## config.mk

```make
export PLATFORM = sky130hd
export DESIGN_NAME = vco_cal_adc_config_regs
export DESIGN_NICKNAME = d
export VERILOG_FILES = /design/src/verilog/vco_cfg_pkg.sv /design/src/verilog/adc_clock_divider.sv /design/src/verilog/setting_shadow.sv /design/src/verilog/vco_cal_adc_config_regs.sv
export VERILOG_INCLUDE_DIRS = /design/src /design/src/verilog
export SDC_FILE = /design/constraint.sdc
export NUM_CORES = 1
export LEC_CHECK = 0
export BUFFER_PORTS_ARGS = -buffer_cell sky130_fd_sc_hd__buf_4
export CORE_UTILIZATION = 30
export CTS_CLUSTER_SIZE = 8
export DETAILED_ROUTE_END_ITERATION = 8
export HOLD_SLACK_MARGIN = 0.1
export PLACE_DENSITY_LB_ADDON = 0.08
export SLEW_MARGIN = 20
export SYNTH_ARGS = -nofsm -noshare
export SYNTH_HDL_FRONTEND = slang
export SYNTH_SLANG_ARGS = --single-unit
```

## constraint.sdc

```tcl
create_clock -name clk_in -period 2.28 [get_ports clk_in]
set_clock_uncertainty 0.05 [all_clocks]
set_input_delay 0.342 -clock clk_in [delete_from_list [all_inputs] [get_ports clk_in]]
set_output_delay 0.342 -clock clk_in [all_outputs]
set_load 0.005 [all_outputs]
```

## src/verilog/vco_cfg_defs.svh

```systemverilog
// Offsets, field positions, reset values and counts of the VCO config bank.
`ifndef VCO_CFG_DEFS_SVH
`define VCO_CFG_DEFS_SVH

// ----------------------------------------------------------------------
// Register offsets
// ----------------------------------------------------------------------
`define ADDR_MANUAL_BIAS 15'h0035
`define ADDR_VTUNE_HIGH_SHADOW 15'h0039
`define ADDR_SETTLE_LOW 15'h003A
`define ADDR_SETTLE_HIGH_DELAY_BUF 15'h003B
`define ADDR_RESERVED_LOW 15'h003C
`define ADDR_OUTPUT_LEVEL 15'h003D
`define ADDR_ADC_CLK_DIV 15'h003E
`define ADDR_ADC_ENABLE 15'h003F
`define ADDR_OUTPUT_MUTE 15'h0040
`define ADDR_RESERVED_A 15'h0041
`define ADDR_RESERVED_B 15'h0042
`define ADDR_PTAT_TRIM 15'h0044
`define ADDR_CTAT_TRIM 15'h0045
`define ADDR_TEMP_OFFSET 15'h004B
`define ADDR_VCO_OVERRIDE 15'h004D
`define ADDR_SCRATCH 15'h0050

// ----------------------------------------------------------------------
// Storage indices and sizes
// ----------------------------------------------------------------------
`define REG_COUNT 16
`define IDX_MANUAL_BIAS 0
`define IDX_VTUNE_HIGH_SHADOW 1
`define IDX_SETTLE_LOW 2
`define IDX_SETTLE_HIGH 3
`define IDX_OUTPUT_LEVEL 5
`define IDX_ADC_CLK_DIV 6
`define IDX_ADC_ENABLE 7
`define IDX_OUTPUT_MUTE 8
`define IDX_PTAT_TRIM 11
`define IDX_CTAT_TRIM 12
`define IDX_TEMP_OFFSET 13
`define IDX_VCO_OVERRIDE 14

// ----------------------------------------------------------------------
// Field positions and reset value
// ----------------------------------------------------------------------
`define REG_RESET_VALUE 8'h00
`define BIT_SHADOW_EN 7
`define BIT_LEVEL_SEL 5
`define BIT_ADC_EN 1
`define BIT_BIAS_OVR 2
`define BIT_BAND_OVR 1
`define BIT_CORE_OVR 0
`define BIT_CTAT_SIGN 4

`endif

```

## src/verilog/vco_cfg_pkg.sv

```systemverilog
// Types shared by the VCO calibration and ADC configuration bank.
package vco_cfg_pkg;

  // One register access as handed over by the serial interface.
  typedef struct packed {
    logic wr;
    logic rd;
    logic [14:0] addr;
    logic [7:0] wdata;
  } reg_req_s;

  // VCO core, band and bias selection.
  typedef struct packed {
    logic core;
    logic [8:0] band;
    logic [5:0] bias;
  } vco_sel_s;

endpackage
```

## src/verilog/adc_clock_divider.sv

```systemverilog
// ADC clock generator dividing the reference by four times N plus two.
`timescale 1ns/1ps

module adc_clock_divider (
  input wire logic clk_in,
  input wire logic rst_n_in,
  input wire logic enable_in,
  input wire logic [7:0] divider_in,
  output logic adc_clk_out
);

  logic [8:0] count_q;
  logic [8:0] count_d;
  logic [8:0] half_w;
  logic toggle_w;
  logic adc_clk_q;
  logic [9:0] run_q;
  logic clean_q;
  logic [7:0] div_prev_q;

  // Each half period lasts 2N+1 cycles, so a full period is 4N+2.
  assign half_w = {divider_in, 1'b0};
  assign toggle_w = enable_in && (count_q >= half_w);
  assign count_d = (!enable_in || toggle_w) ? 9'h000 : count_q + 9'h001;

  // Divider state; the clock rests low while disabled.
  always_ff @(posedge clk_in or negedge rst_n_in) begin
    if (!rst_n_in) begin
      count_q <= 9'h000;
      adc_clk_q <= 1'b0;
    end else begin
      count_q <= count_d;
      adc_clk_q <= enable_in ? (adc_clk_q ^ toggle_w) : 1'b0;
    end
  end

  assign adc_clk_out = adc_clk_q;

  // Helper: length of the current half period, valid once undisturbed.
  // The last divider value is kept so that a rewrite marks the half dirty.
  always_ff @(posedge clk_in or negedge rst_n_in) begin
    if (!rst_n_in) begin
      run_q <= 10'h000;
      clean_q <= 1'b0;
      div_prev_q <= 8'h00;
    end else begin
      run_q <= toggle_w ? 10'h000 : run_q + 10'h001;
      div_prev_q <= divider_in;
      if (!enable_in || divider_in != div_prev_q) begin
        clean_q <= 1'b0;
      end else if (toggle_w) begin
        clean_q <= 1'b1;
      end
    end
  end
endmodule // adc_clock_divider

```

## src/verilog/setting_shadow.sv

```systemverilog
// Optional double buffer between a written setting and its active copy.
`timescale 1ns/1ps

module setting_shadow #(
  parameter int WIDTH = 8
) (
  input wire logic clk_in,
  input wire logic rst_n_in,
  input wire logic shadow_en_in,
  input wire logic update_in,
  input wire logic [WIDTH-1:0] setting_in,
  output logic [WIDTH-1:0] active_out
);

  logic [WIDTH-1:0] active_q;
  logic [WIDTH-1:0] active_d;

  // Unbuffered settings follow on the next clock; buffered ones wait for the update.
  assign active_d = (!shadow_en_in || update_in) ? setting_in : active_q;

  // Active copy.
  always_ff @(posedge clk_in or negedge rst_n_in) begin
    if (!rst_n_in) begin
      active_q <= '0;
    end else begin
      active_q <= active_d;
    end
  end

  assign active_out = active_q;

endmodule // setting_shadow

```

## src/verilog/vco_cal_adc_config_regs.sv

```systemverilog
// Register bank for VCO calibration, ADC clocking and output settings.
`timescale 1ns/1ps
`include "vco_cfg_defs.svh"

module vco_cal_adc_config_regs (
  input wire logic clk_in,
  input wire logic rst_n_in,
  input wire vco_cfg_pkg::reg_req_s reg_req_in,
  output logic [7:0] reg_rdata_out,
  output logic reg_rvalid_out,
  input wire logic buffer_update_in,
  input wire logic [7:0] delay_ctrl_in,
  output logic [7:0] delay_ctrl_out,
  output logic delay_ctrl_shadow_en_out,
  input wire vco_cfg_pkg::vco_sel_s cal_vco_sel_in,
  input wire logic [8:0] manual_band_value_in,
  input wire logic manual_core_value_in,
  output vco_cfg_pkg::vco_sel_s vco_sel_out,
  output logic [14:0] band_core_settle_count_out,
  output logic output_logic_level_sel_out,
  output logic adc_enable_out,
  output logic adc_clk_out,
  output logic [2:0] output_one_mute_out,
  output logic [2:0] output_two_mute_out,
  output logic [5:0] cal_voltage_rising_trim_out,
  output logic signed [4:0] cal_voltage_falling_trim_out,
  input wire logic [7:0] adc_code_in,
  output logic [8:0] chip_temperature_out
);

  import vco_cfg_pkg::*;

  // ----------------------------------------------------------------------
  // Address map and storage
  // ----------------------------------------------------------------------

  localparam logic [14:0] REG_ADDR [`REG_COUNT] = '{
    `ADDR_MANUAL_BIAS, `ADDR_VTUNE_HIGH_SHADOW, `ADDR_SETTLE_LOW,
    `ADDR_SETTLE_HIGH_DELAY_BUF, `ADDR_RESERVED_LOW, `ADDR_OUTPUT_LEVEL,
    `ADDR_ADC_CLK_DIV, `ADDR_ADC_ENABLE, `ADDR_OUTPUT_MUTE,
    `ADDR_RESERVED_A, `ADDR_RESERVED_B, `ADDR_PTAT_TRIM, `ADDR_CTAT_TRIM,
    `ADDR_TEMP_OFFSET, `ADDR_VCO_OVERRIDE, `ADDR_SCRATCH
  };

  logic [7:0] regs_q [`REG_COUNT];
  logic [`REG_COUNT-1:0] hit_w;
  logic [7:0] rdata_w;
  logic [7:0] rdata_q;
  logic rvalid_q;

  // per-register decode, zero reset and full read/write
  // Reserved bits are kept as written; software owns their values.
  generate
    for (genvar i = 0; i < `REG_COUNT; i++) begin : g_reg
      assign hit_w[i] = (reg_req_in.addr == REG_ADDR[i]);
      always_ff @(posedge clk_in or negedge rst_n_in) begin
        if (!rst_n_in) begin
          regs_q[i] <= `REG_RESET_VALUE;
        end else if (reg_req_in.wr && hit_w[i]) begin
          regs_q[i] <= reg_req_in.wdata;
        end
      end
    end
  endgenerate

  // Read mux; an unmapped address reads as zero.
  always_comb begin
    rdata_w = 8'h00;
    for (int j = 0; j < `REG_COUNT; j++) begin
      if (hit_w[j]) begin
        rdata_w = regs_q[j];
      end
    end
  end

  // Read data is registered and marked valid for one cycle.
  always_ff @(posedge clk_in or negedge rst_n_in) begin
    if (!rst_n_in) begin
      rdata_q <= 8'h00;
      rvalid_q <= 1'b0;
    end else begin
      rvalid_q <= reg_req_in.rd;
      rdata_q <= reg_req_in.rd ? rdata_w : rdata_q;
    end
  end

  assign reg_rdata_out = rdata_q;
  assign reg_rvalid_out = rvalid_q;

  // ----------------------------------------------------------------------
  // Field decode
  // ----------------------------------------------------------------------

  logic [7:0] ovr_w;
  logic manual_shadow_en_w;
  logic [7:0] ctat_w;
  logic [4:0] falling_w;
  logic [8:0] temp_diff_w;
  logic [8:0] temp_neg_w;
  logic [8:0] temp_sm_w;

  assign band_core_settle_count_out =
    {regs_q[`IDX_SETTLE_HIGH][6:0], regs_q[`IDX_SETTLE_LOW]};
  assign output_logic_level_sel_out =
    regs_q[`IDX_OUTPUT_LEVEL][`BIT_LEVEL_SEL];
  assign adc_enable_out = regs_q[`IDX_ADC_ENABLE][`BIT_ADC_EN];
  assign output_two_mute_out = regs_q[`IDX_OUTPUT_MUTE][5:3];
  assign output_one_mute_out = regs_q[`IDX_OUTPUT_MUTE][2:0];
  assign delay_ctrl_shadow_en_out =
    regs_q[`IDX_SETTLE_HIGH][`BIT_SHADOW_EN];
  assign ovr_w = regs_q[`IDX_VCO_OVERRIDE];
  assign manual_shadow_en_w =
    regs_q[`IDX_VTUNE_HIGH_SHADOW][`BIT_SHADOW_EN];

  // sign-magnitude to two's complement; negative zero gives zero
  assign ctat_w = regs_q[`IDX_CTAT_TRIM];
  assign falling_w = ctat_w[`BIT_CTAT_SIGN] ?
    5'(-{1'b0, ctat_w[3:0]}) : {1'b0, ctat_w[3:0]};

  // offset removed from the ADC code, result in sign-magnitude
  assign temp_diff_w = {1'b0, adc_code_in}
    - {1'b0, regs_q[`IDX_TEMP_OFFSET]};
  assign temp_neg_w = 9'(-temp_diff_w);
  assign temp_sm_w = temp_diff_w[8] ?
    {1'b1, temp_neg_w[7:0]} : {1'b0, temp_diff_w[7:0]};

  // Derived data outputs are registered.
  always_ff @(posedge clk_in or negedge rst_n_in) begin
    if (!rst_n_in) begin
      cal_voltage_rising_trim_out <= 6'h00;
      cal_voltage_falling_trim_out <= 5'h00;
      chip_temperature_out <= 9'h000;
    end else begin
      cal_voltage_rising_trim_out <= regs_q[`IDX_PTAT_TRIM][5:0];
      cal_voltage_falling_trim_out <= falling_w;
      chip_temperature_out <= temp_sm_w;
    end
  end

  // ----------------------------------------------------------------------
  // Double-buffered settings
  // ----------------------------------------------------------------------

  vco_sel_s manual_w;
  vco_sel_s manual_active_w;
  vco_sel_s vco_sel_q;

  // manual bias comes from its own register
  assign manual_w = '{core: manual_core_value_in,
                      band: manual_band_value_in,
                      bias: regs_q[`IDX_MANUAL_BIAS][5:0]};

  // manual core, band and bias shadow
  setting_shadow #(
    .WIDTH(16)
  ) u_manual_shadow (
    .clk_in(clk_in),
    .rst_n_in(rst_n_in),
    .shadow_en_in(manual_shadow_en_w),
    .update_in(buffer_update_in),
    .setting_in(manual_w),
    .active_out(manual_active_w)
  );

  setting_shadow #(
    .WIDTH(8)
  ) u_delay_shadow (
    .clk_in(clk_in),
    .rst_n_in(rst_n_in),
    .shadow_en_in(delay_ctrl_shadow_en_out),
    .update_in(buffer_update_in),
    .setting_in(delay_ctrl_in),
    .active_out(delay_ctrl_out)
  );

  // Per-field choice between calibration and the manual copy.
  always_ff @(posedge clk_in or negedge rst_n_in) begin
    if (!rst_n_in) begin
      vco_sel_q <= '0;
    end else begin
      vco_sel_q.core <= ovr_w[`BIT_CORE_OVR] ?
        manual_active_w.core : cal_vco_sel_in.core;
      vco_sel_q.band <= ovr_w[`BIT_BAND_OVR] ?
        manual_active_w.band : cal_vco_sel_in.band;
      vco_sel_q.bias <= ovr_w[`BIT_BIAS_OVR] ?
        manual_active_w.bias : cal_vco_sel_in.bias;
    end
  end

  assign vco_sel_out = vco_sel_q;

  // ----------------------------------------------------------------------
  // ADC clock
  // ----------------------------------------------------------------------

  adc_clock_divider u_adc_div (
    .clk_in(clk_in),
    .rst_n_in(rst_n_in),
    .enable_in(adc_enable_out),
    .divider_in(regs_q[`IDX_ADC_CLK_DIV]),
    .adc_clk_out(adc_clk_out)
  );
endmodule // vco_cal_adc_config_regs

```

# ---- Yosys cells after proc, flatten, opt, wreduce, memory -nomap -nowiden
# Index checks and enable logic that the tools add are counted.
# W data, S select, Z words.
dict set report totals {
  reg_bits 207
  in_bits 70
}
dict set report op_classes {
  reduce_logical 23
  n_mux 23
  eq_ne 16
  magnitude_cmp 1
  bitwise 1
  n_addsub 4
}
# operator n
set ops {}
lappend ops {{$mux W8} 16}
lappend ops {{$eq A15 B6 Y1 const B} 8}
lappend ops {{$eq A15 B7 Y1 const B} 8}
lappend ops {{$mux W9} 3}
lappend ops {{$logic_and A1 B1 Y1} 17}
lappend ops {{$add A9 B1 Y9 const B} 1}
lappend ops {{$ge A9 B9 Y1} 1}
lappend ops {{$sub A8 B8 Y9} 1}
lappend ops {{$neg A8 Y8} 1}
lappend ops {{$mux W6} 1}
lappend ops {{$mux W5} 1}
lappend ops {{$neg A4 Y5} 1}
lappend ops {{$logic_not A1 Y1} 3}
lappend ops {{$logic_or A1 B1 Y1} 3}
lappend ops {{$mux W1} 2}
lappend ops {{$xor A1 B1 Y1} 1}

# ---- Depth between registers and ports, before layout
dict set report logic_depth {
  depth_word 17
  mapped_depth 10
  mapped_depth_nobuf 10
}

# ---- Modules after synthesis
# A second synthesis with hierarchy kept.
dict set report unflattened {
  cells_unflattened 829
  area_unflattened_um2 10117.2
}
# mod area_each_um2 n_inst cells_per_inst seq_area_each_um2
set modules_own_cells {}
lappend modules_own_cells {vco_cal_adc_config_regs 8425.6 1 706 4329.2}
lappend modules_own_cells {adc_clock_divider 683.2 1 70 250.2}
lappend modules_own_cells {{setting_shadow at u_manual_shadow} 663.1 1 35 400.4}
lappend modules_own_cells {{setting_shadow at u_delay_shadow} 345.3 1 18 200.2}

# ---- Worst setup path after synthesis
# Ideal clock, no wire load.
dict set report synth_timing {
  path_kind {input -> register}
  start {input adc_code_in[0]}
  end {register chip_temperature_out[7]}
  cell_stages 10
  t_arrival_ps 2031
  n_path_buf 0
  slack_ps 73
  setup_ps 126
  cell_sequence {inv_1 > ha_1 > inv_1 > fa_1 > a211oi_1 > o21bai_1 > a21oi_1 > xor2_1 > a31oi_1 > xnor2_1}
}
dict set report synth_via {
  elab_chain_cells 3
}
# element line
set synth_lines {}
lappend synth_lines {{start: declaration} vco_cal_adc_config_regs.sv:27} ;# input wire logic [7:0] adc_code_in,
lappend synth_lines {{$sub A8 B8 Y9 (*)} vco_cal_adc_config_regs.sv:121} ;# assign temp_diff_w = {1'b0, adc_code_in}
lappend synth_lines {{$neg A8 Y8} vco_cal_adc_config_regs.sv:123} ;# assign temp_neg_w = 9'(-temp_diff_w);
lappend synth_lines {{$mux W9 (*)} vco_cal_adc_config_regs.sv:124} ;# assign temp_sm_w = temp_diff_w[8] ?
lappend synth_lines {{named net temp_sm_w[7]} vco_cal_adc_config_regs.sv:100} ;# logic [8:0] temp_sm_w;
lappend synth_lines {{end signal: assignment} vco_cal_adc_config_regs.sv:136} ;# chip_temperature_out <= temp_sm_w;
lappend synth_lines {{end: declaration} vco_cal_adc_config_regs.sv:28} ;# output logic [8:0] chip_temperature_out
# Mark *: on every way through the listed nets, which the timed path passes. The rest lies on a longest branch.
# A chain may end at the register's enable or synchronous reset.

# ---- Final worst setup path
dict set report layout_timing {
  start {register regs_q[16] (netlist name)}
  end {register chip_temperature_out[7]}
}
dict set report layout_via {
  elab_chain_cells 3
}
# element line
set layout_lines {}
lappend layout_lines {{start: declaration} vco_cal_adc_config_regs.sv:45} ;# logic [7:0] regs_q [`REG_COUNT];
lappend layout_lines {{start signal: indexed assignment} vco_cal_adc_config_regs.sv:58} ;# regs_q[i] <= `REG_RESET_VALUE;
lappend layout_lines {{start signal: indexed assignment} vco_cal_adc_config_regs.sv:60} ;# regs_q[i] <= reg_req_in.wdata;
lappend layout_lines {{$sub A8 B8 Y9 (*)} vco_cal_adc_config_regs.sv:121}
lappend layout_lines {{$neg A8 Y8} vco_cal_adc_config_regs.sv:123}
lappend layout_lines {{$mux W9 (*)} vco_cal_adc_config_regs.sv:124}
lappend layout_lines {{named net temp_sm_w[7]} vco_cal_adc_config_regs.sv:100}
# Marked as above.

==> metrics.csv <==
metric;value;unit
worst-skew pair later-pin latency;0.55;ns
hpwl dp;22400;um
htree depth;1;
nets;1192;
largest net degree at the start of global routing;51;
ANT nets after route;0;
type of the worst setup path;flop to flop;
register bit total from synthesis;207;
Die X;186;um
area delta synth->final;33.2;%
layout cells sized above 1;0.451;
clock root cell;clkbuf_16;
fill count;3272;
Fin Hold WS;0.184;ns
I/O pins;148;
Synth area leader;dfrtp_1;
I/O Buffers;147;
Die Y;186;um
unique cell type count in the Yosys netlist;77;
final worst slack;0.111;ns
Hold Path Class;primary input to flop;
CP Buf/Inv Count;2;
CP max FO;3;
Synth area leaders;dfrtp_1, mux2_2, ha_1;
Max-slew headroom;0.559;
Starting Density;0.305;
initial antenna violation count;2;
DRC Markers;0;
Critical Path Slowest Stage Cell;fa_2;
TritonCTS clock tree;built;
DR vias;7521;
post-synthesis cell count;843;
drt wl/cell;19.9;um
Worst-path clk slew;0.05;ns
total leakage power;6.43;nW
syn_area_per_cell;12.1;um^2
GRT Total Usage;0.181;
Achievable Freq;0.461;GHz
final worst-path cycle share;0.951;
Initial DRT Pass Iterations;4;
vias in the first global route;8041;
CTS sink cnt;207;
post-synthesis instance area;10200;um^2
Startpoint Class;flop;
IR drop worst, VDD;0.475;mV
CTS Buffer Depth;3;
share of the synthesized area in the top cell type;0.508;
Congestion Overflow GR;0;
Slew @ Worst Pin;0.645;ns
Setup WS pre-CTS;-0.166;ns
outcome;finished clean;
Slew Viols, Final;0;
Power Density;608;nW/um^2
delay-heaviest family, CP;compound AO/OA/AOI/OAI gates;
post-synthesis async set-or-reset flop share;1.00;
Setup Viol. Count Final;0;
largest stage delay on the critical path;0.35;ns
routed wire length;30900;um
first-pass GRT wire length;48700;um
post-synthesis sequential area ratio;0.508;
crit path cell chain;ha_2 > inv_1 > fa_2 > a211oi_2 > buf_4 > o21bai_1 > a21oi_1 > xor2_1 > a31oi_2 > xnor2_1;
Critical Path RT;2.66;ns
1st-iter DRT viols;313;
max cap viols;0;
row count;67;
CTS Buf Count;29;
EDFF count, synth;0;
syn nets;933;
Synth Flop Type;dfrtp_1;
CP Capture Type;flop;
final hold violations;0;
Arr. time, crit path;2.55;ns
CORE AREA;33400;um^2
Synthesis Warnings;0;
min Tclk post-route;2.17;ns
die area;34700;um^2
Placer Congestion;0.802;
routed vias/inst;4.85;
==> cells by family after synthesis <==
logic type                 Yosys count  share of synthesized area
DFF                                207                      0.508
xor gates and xnor gates            20                     0.0172
adders and majority gates           21                     0.0263
buffers and inverters               87                     0.0426
muxes                              170                      0.188
and+or+nand+nor                    186                      0.115
AOI/OAI and AO/OA                  152                      0.103
==> per-stage QoR <==
| step | instances | setup TNS, ns | util | area (um^2) | total power, mW |
|---|---|---|---|---|---|
| 6_report | 1551 | 0 | 0.406 | 13600 | 8.26 |
| 5_1_grt | 1550 | -0.0225 | 0.406 | 13600 | 8.64 |
| 4_1_cts | 1549 | 0 | 0.404 | 13500 | 8.42 |
| 3_5_place_dp | 1482 | -4.63 | 0.371 | 12400 | 4.54 |
| 3_3_place_gp | 1482 | -4.51 | 0.371 | 12400 | 4.54 |
| 2_1_floorplan | 843 | 0 | - | 10200 | 4.09 |
==> flip-flops by register name, summed over array words and instances, names as in the netlist, 9 cells and up <==
name                        count
regs_q                         81
u_manual_shadow.active_out     16
vco_sel_out                    16
band_core_settle_count_out     15
chip_temperature_out            9
u_adc_div.count_q               9
==> cell type report <==
class | instances | area (um^2) | share of cell area
Timing Repair Buffer | 286 | 2340 | 0.173
Multi-Input combinational cell | 549 | 4640 | 0.342
Clock buffer | 30 | 729 | 0.0537
Tap cell | 448 | 561 | 0.0413
Inverter | 29 | 109 | 0.00802
Antenna cell | 1 | 2.50 | 0.000184
Clock inverter | 1 | 8.76 | 0.000645
Sequential cell | 207 | 5180 | 0.381
==> report_power, final <==
part / total [mW] / switching [mW] / internal (mW)
sequential: 3.78 / 0.0315 / 3.75
clock: 3.74 / 1.52 / 2.21
combinational: 0.747 / 0.375 / 0.372
total: 8.26 / 1.93 / 6.33
==> synth_stat cells, types with 12 or more instances <==
library cell  count
dfrtp_1         207
xnor2_1          12
nor2_1           42
mux2_2          168
nor3_1           12
nand2_1          32
clkbuf_1         23
o21ai_0          22
inv_1            28
ha_1             19
a21oi_1          31
buf_4            24
==> timing repair <==
action / CTS / global route
endpoints found under the hold margin: 195 / 0
hold buffers: 36 / 0
pin swaps: 0 / 2
buffers inserted: 0 / 1
setup endpoints to repair: 3 / 10
resized for setup: 2 / 13
==> path summary, 6_finish.rpt <==
kind,slack [ns],depth (start not counted),startpoint,to
setup / recovery,0.11,10,regs_q[16],chip_temperature_out[7]
hold / removal,0.18,4,adc_code_in[0],chip_temperature_out[0]
setup reg to reg,0.11,10,regs_q[16],chip_temperature_out[7]
hold reg to reg,0.36,0,regs_q[37],cal_voltage_rising_trim_out[5]
max in group asynchronous,1.20,3,rst_n_in,manual_w[2]
min in group asynchronous,0.27,2,rst_n_in,u_adc_div.count_q[5]
==> placed cells by master, fill, tap and decap left out, types with 4 or more instances in the layout <==
cell type / n
o22ai_1: 8
nor2_1: 41
a21o_1: 11
nor3b_1: 5
mux2_2: 168
nand3_1: 9
or4_1: 6
a22oi_1: 11
nand2b_1: 9
nand3_2: 5
xnor2_1: 12
buf_12: 8
a21oi_1: 29
nor3_1: 12
or2_2: 7
dlygate4sd3_1: 36
clkbuf_16: 29
ha_1: 18
nand2_1: 32
a221oi_1: 6
o22a_1: 5
nor4_4: 4
a22o_1: 7
nor2_4: 6
xor2_1: 8
nand4_1: 10
dfrtp_1: 207
and3_1: 4
buf_4: 241
nor2b_1: 4
a31oi_1: 5
a2bb2oi_1: 9
o21ai_0: 21
inv_1: 28
o211ai_1: 6
o2111ai_1: 6
==> worst register-to-register path: stages (launching register included) <==
cell and delay, ns:
dfrtp_1 0.34, ha_2 0.17, inv_1 0.05, fa_2 0.35, a211oi_2 0.22, buf_4 0.14, o21bai_1 0.07, a21oi_1 0.17
xor2_1 0.23, a31oi_2 0.12, xnor2_1 0.14
==> metal layers <==
metal | global-route usage | up-vias | routed length [um]
li1 | - | 3571 | -
met1 | 0.252 | 3738 | 14300
met2 | 0.298 | 179 | 14500
met3 | 0.0303 | 31 | 1610
met4 | 0.0346 | 2 | 417
met5 | 0 | - | 17
Note: power is estimated with default switching activity, not from simulation.
